File: config.mk
export PLATFORM = sky130hd
export DESIGN_NAME = crs_comparator_range_select
export DESIGN_NICKNAME = d
export VERILOG_FILES = /design/src/crs_pkg.sv /design/src/crs_scale_lookup.sv /design/src/crs_nv_byte.sv /design/src/crs_comparator_range_select.sv
export SDC_FILE = /design/constraint.sdc
export NUM_CORES = 1
export LEC_CHECK = 0
export BUFFER_PORTS_ARGS = -buffer_cell sky130_fd_sc_hd__buf_2
export CORE_MARGIN = 2
export CORE_UTILIZATION = 40
export CTS_CLUSTER_SIZE = 25
export DETAILED_ROUTE_END_ITERATION = 10
export HOLD_SLACK_MARGIN = 0.15
export PLACE_DENSITY = 0.88
export SLEW_MARGIN = 30
export SYNTH_ARGS = -nofsm -noshare
export SYNTH_HDL_FRONTEND = slang
export SYNTH_SLANG_ARGS = --single-unit
export TNS_END_PERCENT = 100
File: constraint.sdc
create_clock -name sys_clk_in -period 1 [get_ports sys_clk_in]
set_clock_uncertainty 0.05 [all_clocks]
set_input_delay 0.15 -clock sys_clk_in [delete_from_list [all_inputs] [get_ports sys_clk_in]]
set_output_delay 0.15 -clock sys_clk_in [all_outputs]
set_load 0.02 [all_outputs]
File: src/crs_pkg.sv
// What this block does
// [RULE1] Bits 6:4 of the range byte pick the current-sense quick-trip full scale.
// [RULE2] Current field resets to 000b (1.250 V); higher codes shrink it to 0.3141 V.
// [RULE3] Bits 2:0 of the range byte pick the power-sense full-scale comparison voltage.
// [RULE4] The power setting feeds both the power quick-trip and the power loop monitor.
// [RULE5] Power field resets to 000b (2.500 V); code 100b gives 1.0030 V.
// [RULE6] Byte is nonvolatile, factory zero, password gated; bits 7 and 3 read zero.
package crs_pkg;

  localparam int CRS_ADDR_W = 8;
  localparam int CRS_DATA_W = 8;
  localparam int CRS_CODE_W = 3;
  localparam int CRS_FS_W = 16;

  localparam logic [CRS_ADDR_W-1:0] CRS_RANGE_ADDR = 8'hb9;
  localparam logic [CRS_DATA_W-1:0] CRS_RANGE_RESET = 8'h00;
  localparam logic [CRS_DATA_W-1:0] CRS_RANGE_MASK = 8'h77;
  localparam int CRS_CUR_LSB = 4;
  localparam int CRS_PWR_LSB = 0;

  // Full scales in units of 100 uV, entry i at bits [16*i +: 16]
  localparam logic [8*CRS_FS_W-1:0] CRS_CUR_TABLE = {
    16'h0c45, 16'h0e04, 16'h1057, 16'h1397,
    16'h1877, 16'h2095, 16'h2715, 16'h30d4};
  localparam logic [CRS_FS_W-1:0] CRS_PWR_FS_0 = 16'h61a8;
  localparam logic [CRS_FS_W-1:0] CRS_PWR_FS_1 = 16'h4e2a;
  localparam logic [CRS_FS_W-1:0] CRS_PWR_FS_2 = 16'h412b;
  localparam logic [CRS_FS_W-1:0] CRS_PWR_FS_3 = 16'h30ed;
  localparam logic [CRS_FS_W-1:0] CRS_PWR_FS_4 = 16'h272e;
  localparam logic [CRS_FS_W-1:0] CRS_CUR_FS_MAX = 16'h30d4;
  localparam logic [CRS_FS_W-1:0] CRS_CUR_FS_MIN = 16'h0c45;

  function automatic logic [CRS_CODE_W-1:0] crs_field(
    input logic [CRS_DATA_W-1:0] value,
    input int lsb
  );
    crs_field = value[lsb +: CRS_CODE_W];
  endfunction

endpackage

File: src/crs_scale_lookup.sv
`timescale 1ns/1ps
`default_nettype none
module crs_scale_lookup #(
  parameter logic [8*crs_pkg::CRS_FS_W-1:0] TABLE = '0
) (
  input wire logic sys_clk_in,
  input wire logic rst_in,
  input wire logic [crs_pkg::CRS_CODE_W-1:0] code_in,
  output logic [crs_pkg::CRS_FS_W-1:0] full_scale_out
);
  import crs_pkg::*;

  // Registered so the analog side never sees a decode glitch
  always_ff @(posedge sys_clk_in or posedge rst_in) begin
    if (rst_in) begin
      full_scale_out <= TABLE[0 +: CRS_FS_W];
    end else begin
      full_scale_out <= TABLE[CRS_FS_W*code_in +: CRS_FS_W];
    end
  end
endmodule
`default_nettype wire

File: src/crs_nv_byte.sv
`timescale 1ns/1ps
`default_nettype none
module crs_nv_byte (
  input wire logic sys_clk_in,
  input wire logic rst_in,
  input wire logic write_in,
  input wire logic [crs_pkg::CRS_DATA_W-1:0] data_in,
  output logic [crs_pkg::CRS_DATA_W-1:0] data_out
);
  import crs_pkg::*;

  // Reset stands in for the factory image; reserved bits never store
  always_ff @(posedge sys_clk_in or posedge rst_in) begin
    if (rst_in) begin
      data_out <= CRS_RANGE_RESET; // [RULE6]
    end else if (write_in) begin
      data_out <= data_in & CRS_RANGE_MASK; // [RULE6]
    end
  end
endmodule
`default_nettype wire

File: src/crs_comparator_range_select.sv
`timescale 1ns/1ps
`default_nettype none
module crs_comparator_range_select #(
  parameter logic [crs_pkg::CRS_FS_W-1:0] PWR_FS_5 = 16'h0000,
  parameter logic [crs_pkg::CRS_FS_W-1:0] PWR_FS_6 = 16'h0000,
  parameter logic [crs_pkg::CRS_FS_W-1:0] PWR_FS_7 = 16'h0000
) (
  input wire logic sys_clk_in,
  input wire logic rst_in,
  input wire logic [crs_pkg::CRS_ADDR_W-1:0] addr_in,
  input wire logic [crs_pkg::CRS_DATA_W-1:0] wr_data_in,
  input wire logic wr_in,
  input wire logic rd_in,
  input wire logic upper_level_password_in,
  output logic [crs_pkg::CRS_DATA_W-1:0] rd_data_out,
  output logic access_denied_out,
  output logic [crs_pkg::CRS_CODE_W-1:0] current_range_code_out,
  output logic [crs_pkg::CRS_CODE_W-1:0] power_loop_scale_out,
  output logic [crs_pkg::CRS_FS_W-1:0] current_full_scale_out,
  output logic [crs_pkg::CRS_FS_W-1:0] power_trip_full_scale_out,
  output logic [crs_pkg::CRS_FS_W-1:0] power_loop_full_scale_out
);
  import crs_pkg::*;

  localparam logic [8*CRS_FS_W-1:0] PWR_TABLE = {
    PWR_FS_7, PWR_FS_6, PWR_FS_5, CRS_PWR_FS_4,
    CRS_PWR_FS_3, CRS_PWR_FS_2, CRS_PWR_FS_1, CRS_PWR_FS_0};

  logic hit;
  logic write_ok;
  logic read_ok;
  logic denied;
  logic [CRS_DATA_W-1:0] range_byte;
  logic [CRS_DATA_W-1:0] next_rd_data;
  logic [CRS_FS_W-1:0] power_fs;

  always_comb begin
    hit = 1'b0;
    if (addr_in == CRS_RANGE_ADDR) begin
      hit = 1'b1;
    end
  end

  // Unmapped or locked accesses are ignored, reads answer zero
  assign write_ok = wr_in && hit && upper_level_password_in; // [RULE6]
  assign read_ok = rd_in && hit && upper_level_password_in; // [RULE6]
  assign denied = (wr_in || rd_in) && hit && !upper_level_password_in;

  crs_nv_byte u_store (
    .sys_clk_in(sys_clk_in),
    .rst_in(rst_in),
    .write_in(write_ok),
    .data_in(wr_data_in),
    .data_out(range_byte)
  );

  always_comb begin
    next_rd_data = 8'h00;
    if (read_ok) begin
      next_rd_data = range_byte & CRS_RANGE_MASK; // [RULE6]
    end
  end

  // Read data stand for exactly the cycle after the strobe
  always_ff @(posedge sys_clk_in or posedge rst_in) begin
    if (rst_in) begin
      rd_data_out <= 8'h00;
    end else begin
      rd_data_out <= next_rd_data;
    end
  end

  always_ff @(posedge sys_clk_in or posedge rst_in) begin
    if (rst_in) begin
      access_denied_out <= 1'b0;
    end else begin
      access_denied_out <= denied;
    end
  end

  assign current_range_code_out = crs_field(range_byte, CRS_CUR_LSB); // [RULE1]
  assign power_loop_scale_out = crs_field(range_byte, CRS_PWR_LSB); // [RULE3]

  crs_scale_lookup #(
    .TABLE(CRS_CUR_TABLE)
  ) u_cur_lookup (
    .sys_clk_in(sys_clk_in),
    .rst_in(rst_in),
    .code_in(current_range_code_out), // [RULE2]
    .full_scale_out(current_full_scale_out)
  );

  crs_scale_lookup #(
    .TABLE(PWR_TABLE)
  ) u_pwr_lookup (
    .sys_clk_in(sys_clk_in),
    .rst_in(rst_in),
    .code_in(power_loop_scale_out), // [RULE5]
    .full_scale_out(power_fs)
  );

  // One decode feeds both users so they can never disagree
  assign power_trip_full_scale_out = power_fs; // [RULE4]
  assign power_loop_full_scale_out = power_fs; // [RULE4]

  // Every table entry is checked, not just the two ends
  for (genvar code = 0; code < 8; code++) begin : g_scale_check

  end
endmodule
`default_nettype wire

# --- Word-level counts from Yosys, hierarchy flattened ---
# Index checks and enable logic that the tools add are counted.
classes:
  add_sub_neg: 0
  multipliers: 0
  div: 0
  n_lt_le_gt_ge: 0
  eq_ne: 1
  shift: 2
  n_mux: 2
  n_bitwise: 0
  n_reduce_logical: 8
ops:
  columns: ["op", "count"]
  rows:
  - ["indexed part select 128 x 8 -> 16 bit, first input constant", 2]
  - ["== test 8 bit, second input constant", 1]
  - ["2-to-1 mux 7 bit", 1]
  - ["logical AND 1 bit", 6]
  - ["logical NOT 1 bit", 1]
  - ["logical OR 1 bit", 1]
  - ["2-to-1 mux 1 bit", 1]
totals:
  register_bits: 47
  latchBits: 0
  ramBits: 0
  mem_bits_ro: 0
  input_bits: 21
  output_inout_bits: 63
  word_cells: 18
  memories: 0

# --- Logic depth before layout (Yosys ltp) ---
depth:
  ltp_word: 5
  mapped_depth: 4
  ltp_nobuf: 4

# --- Hierarchy ---
# Synthesis repeated with hierarchy kept, for this count alone.
unflattened:
  hier_cells: 144
  hier_area_um2: 1716.6
modules_own_cells:
  columns: ["module", "n_inst", "cells_per_inst", "area_per_inst_um2", "seq_area_each_um2"]
  rows:
  - ["crs_scale_lookup (u_cur_lookup)", 1, 43, 525.5, 306.5]
  - ["crs_scale_lookup (u_pwr_lookup)", 1, 37, 462.9, 281.5]
  - ["crs_comparator_range_select", 1, 47, 454.2, 175.2]
  - ["crs_nv_byte", 1, 17, 274.0, 150.1]

# --- Least setup slack after synthesis ---
# Ideal clock, no wire load.
synth_path:
  kind: "register to register"
  startpoint: "register u_store.data_out[4] (netlist name)"
  endpoint: "register u_cur_lookup.full_scale_out[6] (netlist name)"
  setup_ns: 0.079
  arrival_ns: 1.103
  t_required_ns: 0.871
  setup_slack_ns: -0.231
  path_stages_with_launch: 4
  path_buffers: 0
  period_less_slack_ns: 1.231
  path_cell_list: "dfrtp_1 inv_1 ha_1 o21ai_0"
synth_between:
  elab_chain_cells: 1
synth_rtl:
  columns: ["item", "line_no", "rtl"]
  rows:
  - ["start: declaration", "crs_nv_byte.sv:8", "output logic [crs_pkg::CRS_DATA_W-1:0] data_out"]
  - ["start signal: assignment", "crs_nv_byte.sv:17", "data_out <= data_in & CRS_RANGE_MASK;"]
  - ["indexed part select 128 x 8 -> 16 bit", "crs_scale_lookup.sv:18", "full_scale_out <= TABLE[CRS_FS_W*code_in +: CRS_FS_W];"]
  - ["end signal: assignment", "crs_scale_lookup.sv:16", "full_scale_out <= TABLE[0 +: CRS_FS_W];"]
  - ["end signal: assignment", "crs_scale_lookup.sv:18", null]
  - ["end: declaration", "crs_scale_lookup.sv:9", "output logic [crs_pkg::CRS_FS_W-1:0] full_scale_out"]
# No other way between the ends.
# A chain may end at the register's enable or synchronous reset.

# --- Worst setup path after layout ---
layout_path:
  startpoint: "register u_store.data_out[5] (netlist name)"
  endpoint: "register u_cur_lookup.full_scale_out[11] (netlist name)"
# The elaborated chain is that of the path after synthesis.

==> flow_metrics.env <==
export IMPL_area_delta_synth_final_pct=82.7
export IMPL_drtIter0Drc=44
export IMPL_combPwrFrac_pct=18.2
export IMPL_routed_wl_um=4240
export IMPL_ys_types=23
export IMPL_grt_setup_unrepaired="true"
export IMPL_grt_pass1_wl_um=5550
export IMPL_boundaryPins=84
export IMPL_cts_max_path_buffers=2
export IMPL_finalCriticalPeriod_ns=1.21
export IMPL_hp_class="in2reg"
export IMPL_fp_dieW_um=66.6
export IMPL_firstDrtPassIters=4
export IMPL_hpwlAfterDp_um=2240
export IMPL_cts_sinks=36
export IMPL_seqPwrFrac_pct=50.7
export IMPL_antenna_found_initial=0
export IMPL_via_count=1195
export IMPL_avgSynthCellArea_um2=12.1
export IMPL_max_clock_freq_mhz=823
export IMPL_drtAntennaViolNets=0
export IMPL_finalHoldViolCount=0
export IMPL_power_density_nw_per_um2=1070
export IMPL_status="finished, violations left"
export IMPL_track_usage_pct=17.4
export IMPL_clock_power_share_pct=31.1
export IMPL_end_kind="flop"
export IMPL_layout_common_cells="buf_6 (62), dfrtp_1 (18), buf_2 (18)"
export IMPL_setup_ws_ns=-0.215
export IMPL_regArea_um2=923
export IMPL_rows=22
export IMPL_htreeDepth=2
export IMPL_drive_above_1_share_pct=74.2
export IMPL_gr_total_overflow=0
export IMPL_drv_slew=0
export IMPL_switching_share_pct=25.9
export IMPL_ys_seq_elements=36
export IMPL_multi_input_comb_area_um2=676
export IMPL_switchingPower_w=0.000794
export IMPL_tns_ns=-5.62
export IMPL_syn_inst=129
export IMPL_cts_tree="yes"
export IMPL_via_per_inst=4.44
export IMPL_drc=0
export IMPL_grt_pass1_vias=1135
export IMPL_layout_commonest_cell="buf_6"
export IMPL_p_int_w=0.00227
export IMPL_yosys_warnings=0
export IMPL_initial_utilization_pct=42.1
export IMPL_nets=250
export IMPL_numPortBuffers=71
export IMPL_place_congestion=0.806
export IMPL_cp_max_fo=4
export IMPL_cp_arrival_ns=1.33
export IMPL_clk_latency_ns=0.29
export IMPL_vdd_drop_max_mv=0.592
export IMPL_worst_hold_slack_ns=0.263
export IMPL_root_buffer="clkbuf_8"
export IMPL_crit_required_ns=1.12
export IMPL_critPathLaunchType="flop"
export IMPL_setup_violations=67
export IMPL_grt_max_degree=37
export IMPL_cts_buffers=5
export IMPL_leakage_nw=1.39
export IMPL_syn_area_um2=1570
export IMPL_routedWlPerCell_um=15.8
export IMPL_criticalPathCategory="reg2reg"
export IMPL_min_period_over_period_pct=121
export IMPL_violations="negative setup slack"
export IMPL_diodes=0
export IMPL_ys_seq_area_share_pct=58.4
export IMPL_maxCapViolCount=0
export IMPL_dieArea_um2=4430
export IMPL_clk_pin_slew_ns=0.07
export IMPL_fillers=226
export IMPL_coreArea_um2=3720
export IMPL_die_height_um=66.6
logic make-up after synthesis:
kind of cell             synth area share, %
AND/OR/NAND/NOR                         11.6
multiplexers                            4.96
flip-flops                              58.4
buffers and inverters                   15.3
AO/OA/AOI/OAI                           2.88
other                                  0.480
adder cells (fa/ha/maj)                 6.40
flip-flops by register name (all words and copies together) (netlist names):
register                     count
u_store.data_out                 6
access_denied_out                1
rd_data_out                      6
u_cur_lookup.full_scale_out     12
u_pwr_lookup.full_scale_out     11
routing by layer:
layer | GRT usage, % | share of wire (%)
met2 | 29.6 | 55
met4 | 8.42 | 1.8
met1 | 20.5 | 39
met5 | 0 | 0
met3 | 4.05 | 4.1
final timing paths:
check	startpoint	slack [ns]	cells after the start	endpoint
worst max-delay path	u_store.data_out[5]$_DFFE_PP0P_	-0.21	4	u_cur_lookup.full_scale_out[11]$_DFF_PP0_
worst min-delay path	addr_in[6]	0.26	4	access_denied_out$_DFF_PP0_
worst max register to register	u_store.data_out[5]$_DFFE_PP0P_	-0.21	4	u_cur_lookup.full_scale_out[11]$_DFF_PP0_
worst min register to register	u_store.data_out[2]$_DFFE_PP0P_	0.56	2	u_pwr_lookup.full_scale_out[11]$_DFF_PP0_
max in group asynchronous	rst_in	0.24	4	u_cur_lookup.full_scale_out[13]$_DFF_PP1_
min in group asynchronous	rst_in	0.41	4	u_cur_lookup.full_scale_out[1]$_DFF_PP0_
timing repair:
item | in CTS | in global routing
setup endpoints to repair | 56 | 79
resized for setup | 122 | 45
hold endpoints to repair | 43 | 0
hold buffers | 10 | 0
pin swaps | 9 | 5
buffers inserted | 8 | 8
gates cloned | 0 | 1
critical path, cell delays in order, from the launching register on:
cell,delay [ns]
dfrtp_2,0.43
buf_6,0.15
ha_4,0.17
nor2b_4,0.13
a21o_1,0.17
Yosys cell counts:
cell	instances	area, um2
a21o_1	1	7.51
dfstp_2	10	263
buf_4	27	203
mux2i_1	1	10.0
inv_1	8	30.0
nor2_1	8	30.0
o21ai_0	4	20.0
a21oi_1	2	10.0
nand4_4	1	21.3
nand2b_1	1	6.26
nand2_1	8	30.0
nor2b_1	3	18.8
dfrtp_1	26	651
nor3_1	1	5.00
ha_1	8	100
conb_1	2	7.51
and2_1	6	37.5
clkbuf_1	2	7.51
a21boi_0	1	7.51
and4b_1	1	10.0
and4bb_2	1	12.5
mux2_2	6	67.6
and4_2	1	10.0
cell type report:
type	count	share of cell area, %
flip-flops and latches	36	32.3
clock buffers	6	2.54
well taps	48	2.10
inverters	8	1.79
multi-input cells	64	23.6
clock inverters	1	0.175
repair buffers	106	37.5
power by group through the flow:
stage          Clock (W)  Sequential (W)  Combinational, W
2_1_floorplan          0         0.00162          0.000206
3_3_place_gp           0         0.00156          0.000330
3_5_place_dp           0         0.00157          0.000340
4_1_cts         0.000964         0.00154          0.000496
5_1_grt          0.00105         0.00155          0.000588
6_report        0.000951         0.00155          0.000559
through the flow:
stage	utilization [%]	total power, W	instance area, um2	setup slack (ns)	cells
CTS	70.3	0.00300	2610	-0.185	260
global route	76.9	0.00319	2860	-0.224	269
detailed placement	52.6	0.00191	1950	-0.232	235
finish	76.9	0.00306	2860	-0.215	269
floorplan	-	0.00182	1680	-0.0969	137
global placement	52.6	0.00189	1950	-0.207	235
Power figures use the tool's default switching activity.
